**config.mk**
```make
export PLATFORM = sky130hd
export DESIGN_NAME = ast_uart_core
export DESIGN_NICKNAME = d
export VERILOG_FILES = /design/src/ast_uart_core.v /design/src/ast_baud.v /design/src/ast_vote3.v
export VERILOG_INCLUDE_DIRS = /design/src
export SDC_FILE = /design/constraint.sdc
export NUM_CORES = 1
export LEC_CHECK = 0
export BUFFER_PORTS_ARGS = -buffer_cell sky130_fd_sc_hd__buf_2
export CAP_MARGIN = 30
export CORE_MARGIN = 2
export CORE_UTILIZATION = 25
export DETAILED_ROUTE_END_ITERATION = 12
export MAX_ROUTING_LAYER = met4
export PLACE_DENSITY_LB_ADDON = 0.25
export SLEW_MARGIN = 20
export SYNTH_ARGS = -nofsm -noshare
export SYNTH_HDL_FRONTEND = slang
export SYNTH_SLANG_ARGS = --single-unit
```
**constraint.sdc**
```tcl
create_clock -name clk_in -period 2.3 [get_ports clk_in]
set_clock_uncertainty 0.15 [all_clocks]
set_input_delay 0.115 -clock clk_in [delete_from_list [all_inputs] [get_ports clk_in]]
set_output_delay 0.115 -clock clk_in [all_outputs]
set_load 0.005 [all_outputs]
```
**src/ast_uart_map.vh**
```
// address map, field positions, reset values and timing counts of the serial core
`ifndef AST_UART_MAP_VH
`define AST_UART_MAP_VH

// ----------------------------------------------------------------
// register indexes on the plain register port
// ----------------------------------------------------------------
`define AST_ADDR_W        3
`define AST_OFS_STATUS    3'h0
`define AST_OFS_DATA      3'h1
`define AST_OFS_CTRL1     3'h2
`define AST_OFS_CTRL2     3'h3
`define AST_OFS_BAUD      3'h4

// ----------------------------------------------------------------
// status_port bits
// ----------------------------------------------------------------
`define AST_SR_FRAME      1
`define AST_SR_NOISE      2
`define AST_SR_OVR        3
`define AST_SR_RXF        5
`define AST_SR_TXF        6
`define AST_SR_TXE        7

// ----------------------------------------------------------------
// control register 1 bits
// ----------------------------------------------------------------
`define AST_CR1_SBK       0
`define AST_CR1_RE        2
`define AST_CR1_TE        3
`define AST_CR1_RX_FULL_IRQ_ON    5
`define AST_CR1_TX_DONE_IRQ_ON      6
`define AST_CR1_TX_EMPTY_IRQ_ON     7
`define AST_CR1_M         12
`define AST_CR1_UE        13

// ----------------------------------------------------------------
// control register 2 stop field and its codes
// ----------------------------------------------------------------
`define AST_CR2_STOP_LSB  12
`define AST_CR2_STOP_MSB  13
`define AST_STOP_1        2'h0
`define AST_STOP_HALF     2'h1
`define AST_STOP_2        2'h2
`define AST_STOP_1P5      2'h3

// ----------------------------------------------------------------
// reset values
// ----------------------------------------------------------------
`define AST_CTRL1_RST     16'h0000
`define AST_CTRL2_RST     16'h0000
`define AST_BAUD_RST      16'h0010

// ----------------------------------------------------------------
// oversampling and sample positions within one bit
// ----------------------------------------------------------------
`define AST_OVS_LAST      4'hF
`define AST_STOP_T_HALF   6'h07
`define AST_STOP_T_1      6'h0F
`define AST_STOP_T_1P5    6'h17
`define AST_STOP_T_2      6'h1F
`define AST_SMP_FIRST     5'h02
`define AST_SMP_A         5'h03
`define AST_SMP_B         5'h05
`define AST_SMP_C         5'h07
`define AST_SMP_D         5'h08
`define AST_SMP_E         5'h09
`define AST_SMP_F         5'h0A
`define AST_SMP_LAST      5'h10

`endif

```
**src/ast_uart_core.v**
```verilog
// frame-level asynchronous serial transmitter and receiver with its registers
//
// What this block does
// - words of 8 or 9 bits by select
// - break ends with configured high stop bits
// - one baud generator, gated per direction enable
// - lsb first; holding register before shifter
// - start low; 0.5/1/1.5/2 stop bits
// - transmit disable freezes counters, frame lost
// - transmit enable first sends idle frame
// - break is 10 or 11 low bits
// - held data write clears empty; load sets it
// - busy write held; idle write loads directly
// - frame end with empty holding sets finished
// - finished clears by status-read-then-write or zero
// - break after current char; request auto-clears
// - withdrawn request sends no break
// - one start pattern at the single 16-tick oversampling rate
// - incomplete start pattern aborts without flags
// - start triples decide clean, noisy or abort
// - receive enable starts start-bit search
// - character end fills holding, sets full
// - full clears on data read or zero
// - receive disable abandons current character
// - enabled idle transmitter holds line high
// - overrun keeps older holding content
//
// The implementer's own choices: the strobed register port and the address map.
`include "ast_uart_map.vh"

module ast_uart_core #(
  parameter BAUD_W = 16
) (
  input  wire                  clk_in,
  input  wire                  sys_rst_in,
  input  wire [`AST_ADDR_W-1:0] addr_in,
  input  wire [15:0]           wr_data_in,
  input  wire                  wr_in,
  input  wire                  rd_in,
  output reg  [15:0]           rd_data_out,
  input  wire                  rx_line_in,
  output reg                   tx_line_out,
  output reg                   tx_line_oe_out
);

  // ----------------------------------------------------------------
  // state codes
  // ----------------------------------------------------------------
  localparam [2:0] T_IDLE  = 3'h0;
  localparam [2:0] T_PRE   = 3'h1;
  localparam [2:0] T_START = 3'h2;
  localparam [2:0] T_DATA  = 3'h3;
  localparam [2:0] T_STOP  = 3'h4;
  localparam [2:0] T_BRK   = 3'h5;
  localparam [1:0] R_IDLE  = 2'h0;
  localparam [1:0] R_START = 2'h1;
  localparam [1:0] R_DATA  = 2'h2;
  localparam [1:0] R_STOP  = 2'h3;

  // ----------------------------------------------------------------
  // registers and decode
  // ----------------------------------------------------------------
  reg  [15:0]       ctrl1_q;
  reg  [15:0]       ctrl2_q;
  reg  [BAUD_W-1:0] baud_q;
  reg               sr_seen_q;
  reg  [2:0]        tst_q;
  reg               te_q;
  reg  [8:0]        thold_q;
  reg  [8:0]        tsh_q;
  reg  [3:0]        tsub_q;
  reg  [3:0]        tbit_q;
  reg  [5:0]        tstop_q;
  reg               tx_holding_empty_q;
  reg               tx_finished_q;
  reg               send_break_request_q;
  reg  [1:0]        rst_q;
  reg  [4:0]        rsub_q;
  reg  [3:0]        rbit_q;
  reg  [1:0]        hist_q;
  reg  [1:0]        cap_q;
  reg  [8:0]        rsh_q;
  reg               noise_acc_q;
  reg  [8:0]        rx_holding_reg_q;
  reg               rx_holding_full_q;
  reg               noise_flag_q;
  reg               overrun_flag_q;
  reg               frame_flag_q;
  reg  [5:0]        stop_ticks;
  reg  [15:0]       status_word;

  wire              unit_on    = ctrl1_q[`AST_CR1_UE];
  wire              word9      = ctrl1_q[`AST_CR1_M];
  wire              tx_path_on = unit_on & ctrl1_q[`AST_CR1_TE];
  wire              rx_path_on = unit_on & ctrl1_q[`AST_CR1_RE];
  wire              wr_data    = wr_in && (addr_in == `AST_OFS_DATA);
  wire              wr_stat    = wr_in && (addr_in == `AST_OFS_STATUS);
  wire              rd_data    = rd_in && (addr_in == `AST_OFS_DATA);
  wire              rd_stat    = rd_in && (addr_in == `AST_OFS_STATUS);
  wire [3:0]        nbits_m1   = word9 ? 4'h8 : 4'h7;
  wire              base_tick;
  wire              tx_tick    = base_tick & tx_path_on;
  wire              rx_tick    = base_tick & rx_path_on;
  wire              vote_val;
  wire              vote_noisy;

  // ----------------------------------------------------------------
  // shared baud generator and the sample voter
  // ----------------------------------------------------------------
  ast_baud #(
    .W (BAUD_W)
  ) u_baud (
    .clk_in     (clk_in),
    .sys_rst_in (sys_rst_in),
    .run_in     (tx_path_on | rx_path_on),
    .div_in     (baud_q),
    .tick_out   (base_tick)
  );

  ast_vote3 u_vote (
    .smp_in    ({cap_q[1], cap_q[0], rx_line_in}),
    .val_out   (vote_val),
    .noisy_out (vote_noisy)
  );

  // ----------------------------------------------------------------
  // configuration registers and read port
  // ----------------------------------------------------------------
  // stop length in oversample ticks, less one
  always @* begin
    case (ctrl2_q[`AST_CR2_STOP_MSB:`AST_CR2_STOP_LSB])
      `AST_STOP_HALF: stop_ticks = `AST_STOP_T_HALF;
      `AST_STOP_2:    stop_ticks = `AST_STOP_T_2;
      `AST_STOP_1P5:  stop_ticks = `AST_STOP_T_1P5;
      default:        stop_ticks = `AST_STOP_T_1;
    endcase
  end

  always @* begin
    status_word                = 16'h0000;
    status_word[`AST_SR_FRAME] = frame_flag_q;
    status_word[`AST_SR_NOISE] = noise_flag_q;
    status_word[`AST_SR_OVR]   = overrun_flag_q;
    status_word[`AST_SR_RXF]   = rx_holding_full_q;
    status_word[`AST_SR_TXF]   = tx_finished_q;
    status_word[`AST_SR_TXE]   = tx_holding_empty_q;
  end

  // the break request bit of ctrl1 lives in the transmitter process
  always @(posedge clk_in) begin
    if (sys_rst_in) begin
      ctrl1_q     <= `AST_CTRL1_RST;
      ctrl2_q     <= `AST_CTRL2_RST;
      baud_q      <= `AST_BAUD_RST;
      sr_seen_q   <= 1'b0;
      rd_data_out <= 16'h0000;
    end else begin
      if (wr_in && addr_in == `AST_OFS_CTRL1)
        ctrl1_q <= wr_data_in;
      if (wr_in && addr_in == `AST_OFS_CTRL2)
        ctrl2_q <= wr_data_in;
      if (wr_in && addr_in == `AST_OFS_BAUD)
        baud_q <= wr_data_in[BAUD_W-1:0];
      // status read arms the two-step clear of the next data access
      if (rd_stat)
        sr_seen_q <= 1'b1;
      else if (rd_data || wr_data)
        sr_seen_q <= 1'b0;
      if (rd_in) begin
        case (addr_in)
          `AST_OFS_STATUS: rd_data_out <= status_word;
          `AST_OFS_DATA:   rd_data_out <= {7'h00, rx_holding_reg_q};
          `AST_OFS_CTRL1:  rd_data_out <= {ctrl1_q[15:1], send_break_request_q};
          `AST_OFS_CTRL2:  rd_data_out <= ctrl2_q;
          `AST_OFS_BAUD:   rd_data_out <= baud_q;
          default:         rd_data_out <= 16'h0000;
        endcase
      end else begin
        rd_data_out <= 16'h0000;
      end
    end
  end

  // ----------------------------------------------------------------
  // transmitter
  // ----------------------------------------------------------------
  always @(posedge clk_in) begin
    if (sys_rst_in) begin
      tst_q                <= T_IDLE;
      te_q                 <= 1'b0;
      thold_q              <= 9'h000;
      tsh_q                <= 9'h000;
      tsub_q               <= 4'h0;
      tbit_q               <= 4'h0;
      tstop_q              <= 6'h00;
      tx_holding_empty_q   <= 1'b1;
      tx_finished_q        <= 1'b1;
      send_break_request_q <= 1'b0;
      tx_line_out          <= 1'b1;
      tx_line_oe_out       <= 1'b0;
    end else begin
      te_q <= tx_path_on;
      // clears come first so a frame end in the same cycle still sets
      if (wr_data && sr_seen_q)
        tx_finished_q <= 1'b0;
      if (wr_stat && !wr_data_in[`AST_SR_TXF])
        tx_finished_q <= 1'b0;
      if (!tx_path_on) begin
        // counters freeze; the frame in progress is abandoned
        tx_line_oe_out <= 1'b0;
        tx_line_out    <= 1'b1;
      end else if (!te_q) begin
        tst_q          <= T_PRE;
        tsub_q         <= 4'h0;
        tbit_q         <= 4'h0;
        tx_line_oe_out <= 1'b1;
        tx_line_out    <= 1'b1;
      end else begin
        case (tst_q)
          T_IDLE: begin
            tx_line_out <= 1'b1;
            tsub_q      <= 4'h0;
            tbit_q      <= 4'h0;
            if (send_break_request_q) begin
              tst_q       <= T_BRK;
              tx_line_out <= 1'b0;
            end else if (!tx_holding_empty_q) begin
              tsh_q              <= thold_q;
              tx_holding_empty_q <= 1'b1;
              tst_q              <= T_START;
              tx_line_out        <= 1'b0;
            end else if (wr_data) begin
              tsh_q       <= wr_data_in[8:0];
              tst_q       <= T_START;
              tx_line_out <= 1'b0;
            end
          end
          T_PRE: begin
            if (tx_tick) begin
              tsub_q <= tsub_q + 4'h1;
              if (tsub_q == `AST_OVS_LAST) begin
                tbit_q <= tbit_q + 4'h1;
                // start plus data slots all high, then the stop bits
                if (tbit_q == nbits_m1 + 4'h1) begin
                  tst_q   <= T_STOP;
                  tstop_q <= stop_ticks;
                end
              end
            end
          end
          T_START, T_DATA: begin
            if (tx_tick) begin
              tsub_q <= tsub_q + 4'h1;
              if (tsub_q == `AST_OVS_LAST) begin
                if (tst_q == T_DATA && tbit_q == nbits_m1) begin
                  tst_q       <= T_STOP;
                  tstop_q     <= stop_ticks;
                  tx_line_out <= 1'b1;
                end else begin
                  if (tst_q == T_DATA)
                    tbit_q <= tbit_q + 4'h1;
                  tst_q       <= T_DATA;
                  tx_line_out <= tsh_q[0];
                  tsh_q       <= {1'b0, tsh_q[8:1]};
                end
              end
            end
          end
          T_BRK: begin
            if (tx_tick) begin
              tsub_q <= tsub_q + 4'h1;
              if (tsub_q == `AST_OVS_LAST) begin
                tbit_q <= tbit_q + 4'h1;
                if (tbit_q == nbits_m1 + 4'h2) begin
                  tst_q                <= T_STOP;
                  tstop_q              <= stop_ticks;
                  tx_line_out          <= 1'b1;
                  send_break_request_q <= 1'b0;
                end
              end
            end
          end
          T_STOP: begin
            tx_line_out <= 1'b1;
            if (tx_tick) begin
              tstop_q <= tstop_q - 6'h01;
              if (tstop_q == 6'h00) begin
                tsub_q <= 4'h0;
                tbit_q <= 4'h0;
                if (!tx_holding_empty_q) begin
                  tsh_q              <= thold_q;
                  tx_holding_empty_q <= 1'b1;
                  tst_q              <= T_START;
                  tx_line_out        <= 1'b0;
                end else begin
                  tx_finished_q <= 1'b1;
                  tst_q         <= T_IDLE;
                end
              end
            end
          end
          default: tst_q <= T_IDLE;
        endcase
      end
      // a write after a load in the same cycle leaves the new word pending
      if (wr_data && !(tx_path_on && te_q && tst_q == T_IDLE && tx_holding_empty_q
                       && !send_break_request_q)) begin
        thold_q            <= wr_data_in[8:0];
        tx_holding_empty_q <= 1'b0;
      end
      if (wr_in && addr_in == `AST_OFS_CTRL1)
        send_break_request_q <= wr_data_in[`AST_CR1_SBK];
    end
  end

  // ----------------------------------------------------------------
  // receiver
  // ----------------------------------------------------------------
  always @(posedge clk_in) begin
    if (sys_rst_in) begin
      rst_q             <= R_IDLE;
      rsub_q            <= 5'h00;
      rbit_q            <= 4'h0;
      hist_q            <= 2'h0;
      cap_q             <= 2'h0;
      rsh_q             <= 9'h000;
      noise_acc_q       <= 1'b0;
      rx_holding_reg_q  <= 9'h000;
      rx_holding_full_q <= 1'b0;
      noise_flag_q      <= 1'b0;
      overrun_flag_q    <= 1'b0;
      frame_flag_q      <= 1'b0;
    end else begin
      // clears first so a character ending now still raises its flags
      if (rd_data)
        rx_holding_full_q <= 1'b0;
      if (wr_stat && !wr_data_in[`AST_SR_RXF])
        rx_holding_full_q <= 1'b0;
      if (rd_data && sr_seen_q) begin
        noise_flag_q   <= 1'b0;
        overrun_flag_q <= 1'b0;
        frame_flag_q   <= 1'b0;
      end
      if (!rx_path_on) begin
        rst_q  <= R_IDLE;
        hist_q <= 2'h0;
      end else if (rx_tick) begin
        hist_q <= {hist_q[0], rx_line_in};
        rsub_q <= (rsub_q == `AST_SMP_LAST) ? 5'h01 : rsub_q + 5'h01;
        case (rst_q)
          R_IDLE: begin
            // two high samples then a low one is the falling edge
            if (hist_q == 2'h3 && !rx_line_in) begin
              rst_q       <= R_START;
              rsub_q      <= `AST_SMP_FIRST;
              noise_acc_q <= 1'b0;
            end
          end
          R_START: begin
            if (rsub_q == `AST_SMP_A || rsub_q == `AST_SMP_D)
              cap_q[0] <= rx_line_in;
            if (rsub_q == `AST_SMP_B || rsub_q == `AST_SMP_E)
              cap_q[1] <= rx_line_in;
            if (rsub_q == `AST_SMP_C || rsub_q == `AST_SMP_F) begin
              if (vote_val)
                rst_q <= R_IDLE;
              else
                noise_acc_q <= noise_acc_q | vote_noisy;
            end
            if (rsub_q == `AST_SMP_LAST) begin
              rst_q  <= R_DATA;
              rbit_q <= 4'h0;
            end
          end
          R_DATA, R_STOP: begin
            if (rsub_q == `AST_SMP_D)
              cap_q[0] <= rx_line_in;
            if (rsub_q == `AST_SMP_E)
              cap_q[1] <= rx_line_in;
            if (rsub_q == `AST_SMP_F) begin
              noise_acc_q <= noise_acc_q | vote_noisy;
              if (rst_q == R_DATA)
                rsh_q <= {vote_val, rsh_q[8:1]};
              else if (!vote_val && !rx_holding_full_q)
                frame_flag_q <= 1'b1;
            end
            if (rsub_q == `AST_SMP_LAST) begin
              if (rst_q == R_DATA) begin
                rbit_q <= rbit_q + 4'h1;
                if (rbit_q == nbits_m1)
                  rst_q <= R_STOP;
              end else begin
                // only the first stop bit is checked; the next edge search starts now
                rst_q <= R_IDLE;
                if (rx_holding_full_q) begin
                  overrun_flag_q <= 1'b1;
                end else begin
                  rx_holding_reg_q  <= word9 ? rsh_q : {1'b0, rsh_q[8:1]};
                  rx_holding_full_q <= 1'b1;
                  noise_flag_q      <= noise_acc_q | (noise_flag_q & !(rd_data && sr_seen_q));
                end
              end
            end
          end
          default: rst_q <= R_IDLE;
        endcase
      end
    end
  end

endmodule

```
**src/ast_baud.v**
```verilog
// shared baud generator: one oversample tick enable per divider period
module ast_baud #(
  parameter W = 16
) (
  input  wire         clk_in,
  input  wire         sys_rst_in,
  input  wire         run_in,
  input  wire [W-1:0] div_in,
  output reg          tick_out
);

  reg  [W-1:0] cnt_q;
  wire [W-1:0] div_m1;
  wire         last;

  assign div_m1 = div_in - {{(W-1){1'b0}}, 1'b1};
  // a divider of zero behaves like one, so the tick never dies
  assign last   = (cnt_q == div_m1) || (div_in == {W{1'b0}});

  // counter stops and rewinds while neither direction runs
  always @(posedge clk_in) begin
    if (sys_rst_in || !run_in) begin
      cnt_q    <= {W{1'b0}};
      tick_out <= 1'b0;
    end else if (last) begin
      cnt_q    <= {W{1'b0}};
      tick_out <= 1'b1;
    end else begin
      cnt_q    <= cnt_q + {{(W-1){1'b0}}, 1'b1};
      tick_out <= 1'b0;
    end
  end

endmodule

```
**src/ast_vote3.v**
```verilog
// three-sample majority with a disagreement flag
module ast_vote3 (
  input  wire [2:0] smp_in,
  output wire       val_out,
  output wire       noisy_out
);

  // majority picks the bit; any disagreement counts as noise
  assign val_out   = (smp_in[0] & smp_in[1]) | (smp_in[0] & smp_in[2]) | (smp_in[1] & smp_in[2]);
  assign noisy_out = (smp_in != 3'h0) && (smp_in != 3'h7);

endmodule

```
==> flow_summary.json <==
{
  "setup_slack_ns": -0.229,
  "synth_edf_count": 0,
  "ys_types": 76,
  "hpwl_um": 17200,
  "drc": 0,
  "worst_pin_slew_ns": 0.731,
  "final_layout_size_suffix_gt1_frac": 0.258,
  "drv_slew": 0,
  "synth.avg_cell_area_um2": 8.22,
  "critical_path.endpoint_type": "flip-flop",
  "r2r-start": "tstop_q[1]",
  "crit_slowest_cell": "or4b_4",
  "cts_tree": "done",
  "syn_nets": 1019,
  "htree_levels": 4,
  "drt-wirelength-per-cell_um": 15.5,
  "fin_crit_sh": 1.10,
  "r2r_slack_ns": -0.23,
  "min_from": "addr_in[2]",
  "arrival_ns": 2.73,
  "post-route-min-period_ns": 2.53,
  "route.vias.total": 7538,
  "whs_path_depth": 4,
  "grt_pass1_vias": 7261,
  "status": "finished with violations",
  "power.leakage_nw": 4.18,
  "holdPathEnd": "rd_data_out[7]",
  "cts-root-buf": "clkbuf_16",
  "ys_seq_elements": 160,
  "rsz0062_at_grt": "true",
  "setup_viol": 36,
  "async_flop_share": 0,
  "design_area_mm2": 0.0107,
  "synthCells": 981,
  "die_y_um": 184,
  "relSlewSlack": 0.513,
  "critical_path_class": "flip-flop to flip-flop",
  "grt_usage": 0.147,
  "antenna-diode-count": 0,
  "cp_top_family": "simple AND/OR/NAND/NOR gates",
  "start_kind": "flip-flop",
  "num_io_pins": 42,
  "ant_nets": 0,
  "placed_area_mm2": 0.00954,
  "p_per_area_mw_per_mm2": 585,
  "clk_path_buf_depth": 2,
  "hold_path_class": "primary input to flip-flop",
  "vdd.ir_drop.worst_v": 0.000504,
  "finalNonFillerCells": 1551,
  "final_cell_mix": "dfxtp_1, buf_4, nand2_1",
  "clk_pin_slew_ns": 0.07,
  "grt_max_degree": 63,
  "violations": "setup timing",
  "worst_r2r_path_depth": 7,
  "cap_violations": 0,
  "cp.required_ns": 2.50,
  "place.gp.congestion": 0.852,
  "drt_pass1_iterations": 5,
  "dieArea_mm2": 0.0337,
  "cts.sinks": 160,
  "fmax_mhz": 395,
  "area_growth_pct": 32.3,
  "path_buf_inv": 1,
  "start_util": 0.255,
  "grt-ovfl-total": 0,
  "core_area_mm2": 0.0316,
  "cp_cell_sequence": "inv_2 -> ha_4 -> or4b_4 -> or4_4 -> a31o_4 -> or4_1 -> a21oi_2",
  "hold_viol_final": 0,
  "clk-insertion-delay-late_ns": 0.42,
  "numCtsBuffers": 17,
  "final_common_cell": "dfxtp_1",
  "ys_warn_count": 0,
  "viasPerCell": 4.86,
  "dp.cells": 1488,
  "r2r-end": "tsub_q[3]",
  "drtIter0Drc": 578,
  "critPathMaxStageDelay_ns": 0.49,
  "rows": 65,
  "ys.flop_type": "dfxtp_1",
  "nFillCells": 3333,
  "port_buffers": 41,
  "wirelength_um": 24000,
  "crit_start": "tstop_q[1]",
  "syn-cell-area_mm2": 0.00807,
  "layout.nets": 1174,
  "grt_pass1_wl_um": 38300,
  "cp_max_fo": 3,
  "ys_seq_area_frac": 0.397,
  "antenna_found_initial": 0,
  "die_x_um": 184
}
stage by stage:
step	setup TNS (ns)	setup slack, ns	utilization	hold WS [ns]	power, mW
floorplan	-1.96	-0.139	-	0.0861	3.07
global placement	-4.30	-0.214	0.302	0.219	3.24
detailed placement	-4.27	-0.209	0.302	0.222	3.24
CTS	-3.12	-0.204	0.331	0.140	6.31
global route	-8.03	-0.276	0.337	0.148	6.44
finish	-4.80	-0.229	0.337	0.145	6.24
synth_stat cells (5+ instances only):
library cell	number	area (µm²)
o21ai_0	26	130
o22a_1	6	52.6
nor4_1	9	56.3
nor3_1	17	85.1
a222oi_1	9	90.1
ha_1	14	175
nor2b_1	10	62.6
mux2i_1	39	390
nand2_1	130	488
nand3_1	21	105
and3_1	17	106
or3_1	5	31.3
nand3b_1	10	75.1
nor2_1	128	480
or4_1	6	45.0
clkbuf_1	54	203
a21oi_1	87	435
a22oi_1	17	128
nand4_1	13	81.3
dfxtp_1	160	3200
inv_1	17	63.8
nor3b_1	5	37.5
mux2_2	9	101
a211oi_1	27	203
xor2_1	28	245
and3_2	7	52.6
xnor2_1	20	175
a31oi_1	9	56.3
nand2b_1	8	50.1
sequential cells by signal, indices dropped and copies added (netlist names), 5 cells and up, named ones only:
register / flops
tsh_q: 9
baud_q: 16
rd_data_out: 16
ctrl2_q: 16
ctrl1_q: 15
u_baud.cnt_q: 16
rx_holding_reg_q: 9
tstop_q: 6
thold_q: 9
rsh_q: 9
rsub_q: 5
final cells by class:
class                           count  area [µm²]  area share
Clock buffer                       21         470      0.0441
Clock inverter                     11         151      0.0142
Inverter                           17        63.8     0.00598
Multi-Input combinational cell    738        4740       0.444
Sequential cell                   160        3220       0.301
Tap cell                          402         503      0.0472
Timing Repair Buffer              202        1530       0.143
layer usage:
layer | vias to the layer above | global-route usage | share of wire
li1 | 3796 | - | -
met1 | 3597 | 0.197 | 0.49
met2 | 126 | 0.235 | 0.47
met3 | 19 | 0.0248 | 0.033
met4 | 0 | 0.0266 | 0.0077
met5 | - | - | 0
worst register-to-register path, stage by stage, from the launching register on:
cell,delay [ns]
dfxtp_2,0.33
inv_2,0.07
ha_4,0.13
or4b_4,0.49
or4_4,0.44
a31o_4,0.25
or4_1,0.49
a21oi_2,0.12
cell families after synthesis:
| logic type | Yosys count | share of synthesized area |
|---|---|---|
| compound gates | 216 | 0.174 |
| xor+xnor | 49 | 0.0541 |
| fa+ha+maj | 16 | 0.0242 |
| buf+inv | 84 | 0.0442 |
| flops | 160 | 0.397 |
| mux | 48 | 0.0610 |
| simple gates | 408 | 0.245 |
report_power, final:
part | internal, mW | leakage [nW] | switching (mW) | total [mW]
clock | 1.81 | 0.293 | 1.22 | 3.03
sequential | 2.79 | 1.30 | 0.0191 | 2.81
combinational | 0.165 | 2.59 | 0.232 | 0.396
worst max-delay path by stage:
stage,endpoint,cells after the start
floorplan,u_baud.cnt_q[8],9
global placement,u_baud.cnt_q[1],8
detailed placement,u_baud.cnt_q[15],7
CTS,tsub_q[3],7
global route,tbit_q[2],9
finish,tsub_q[3],7
timing repair:
action | 4_1_cts | 5_1_grt
hold endpoints to repair | 66 | 0
buffers inserted | 3 | 5
gates cloned | 1 | 2
resized for setup | 26 | 35
pin swaps | 13 | 27
endpoints found under the setup margin | 39 | 55
hold buffers | 20 | 0
(Power assumes the default switching activity.)
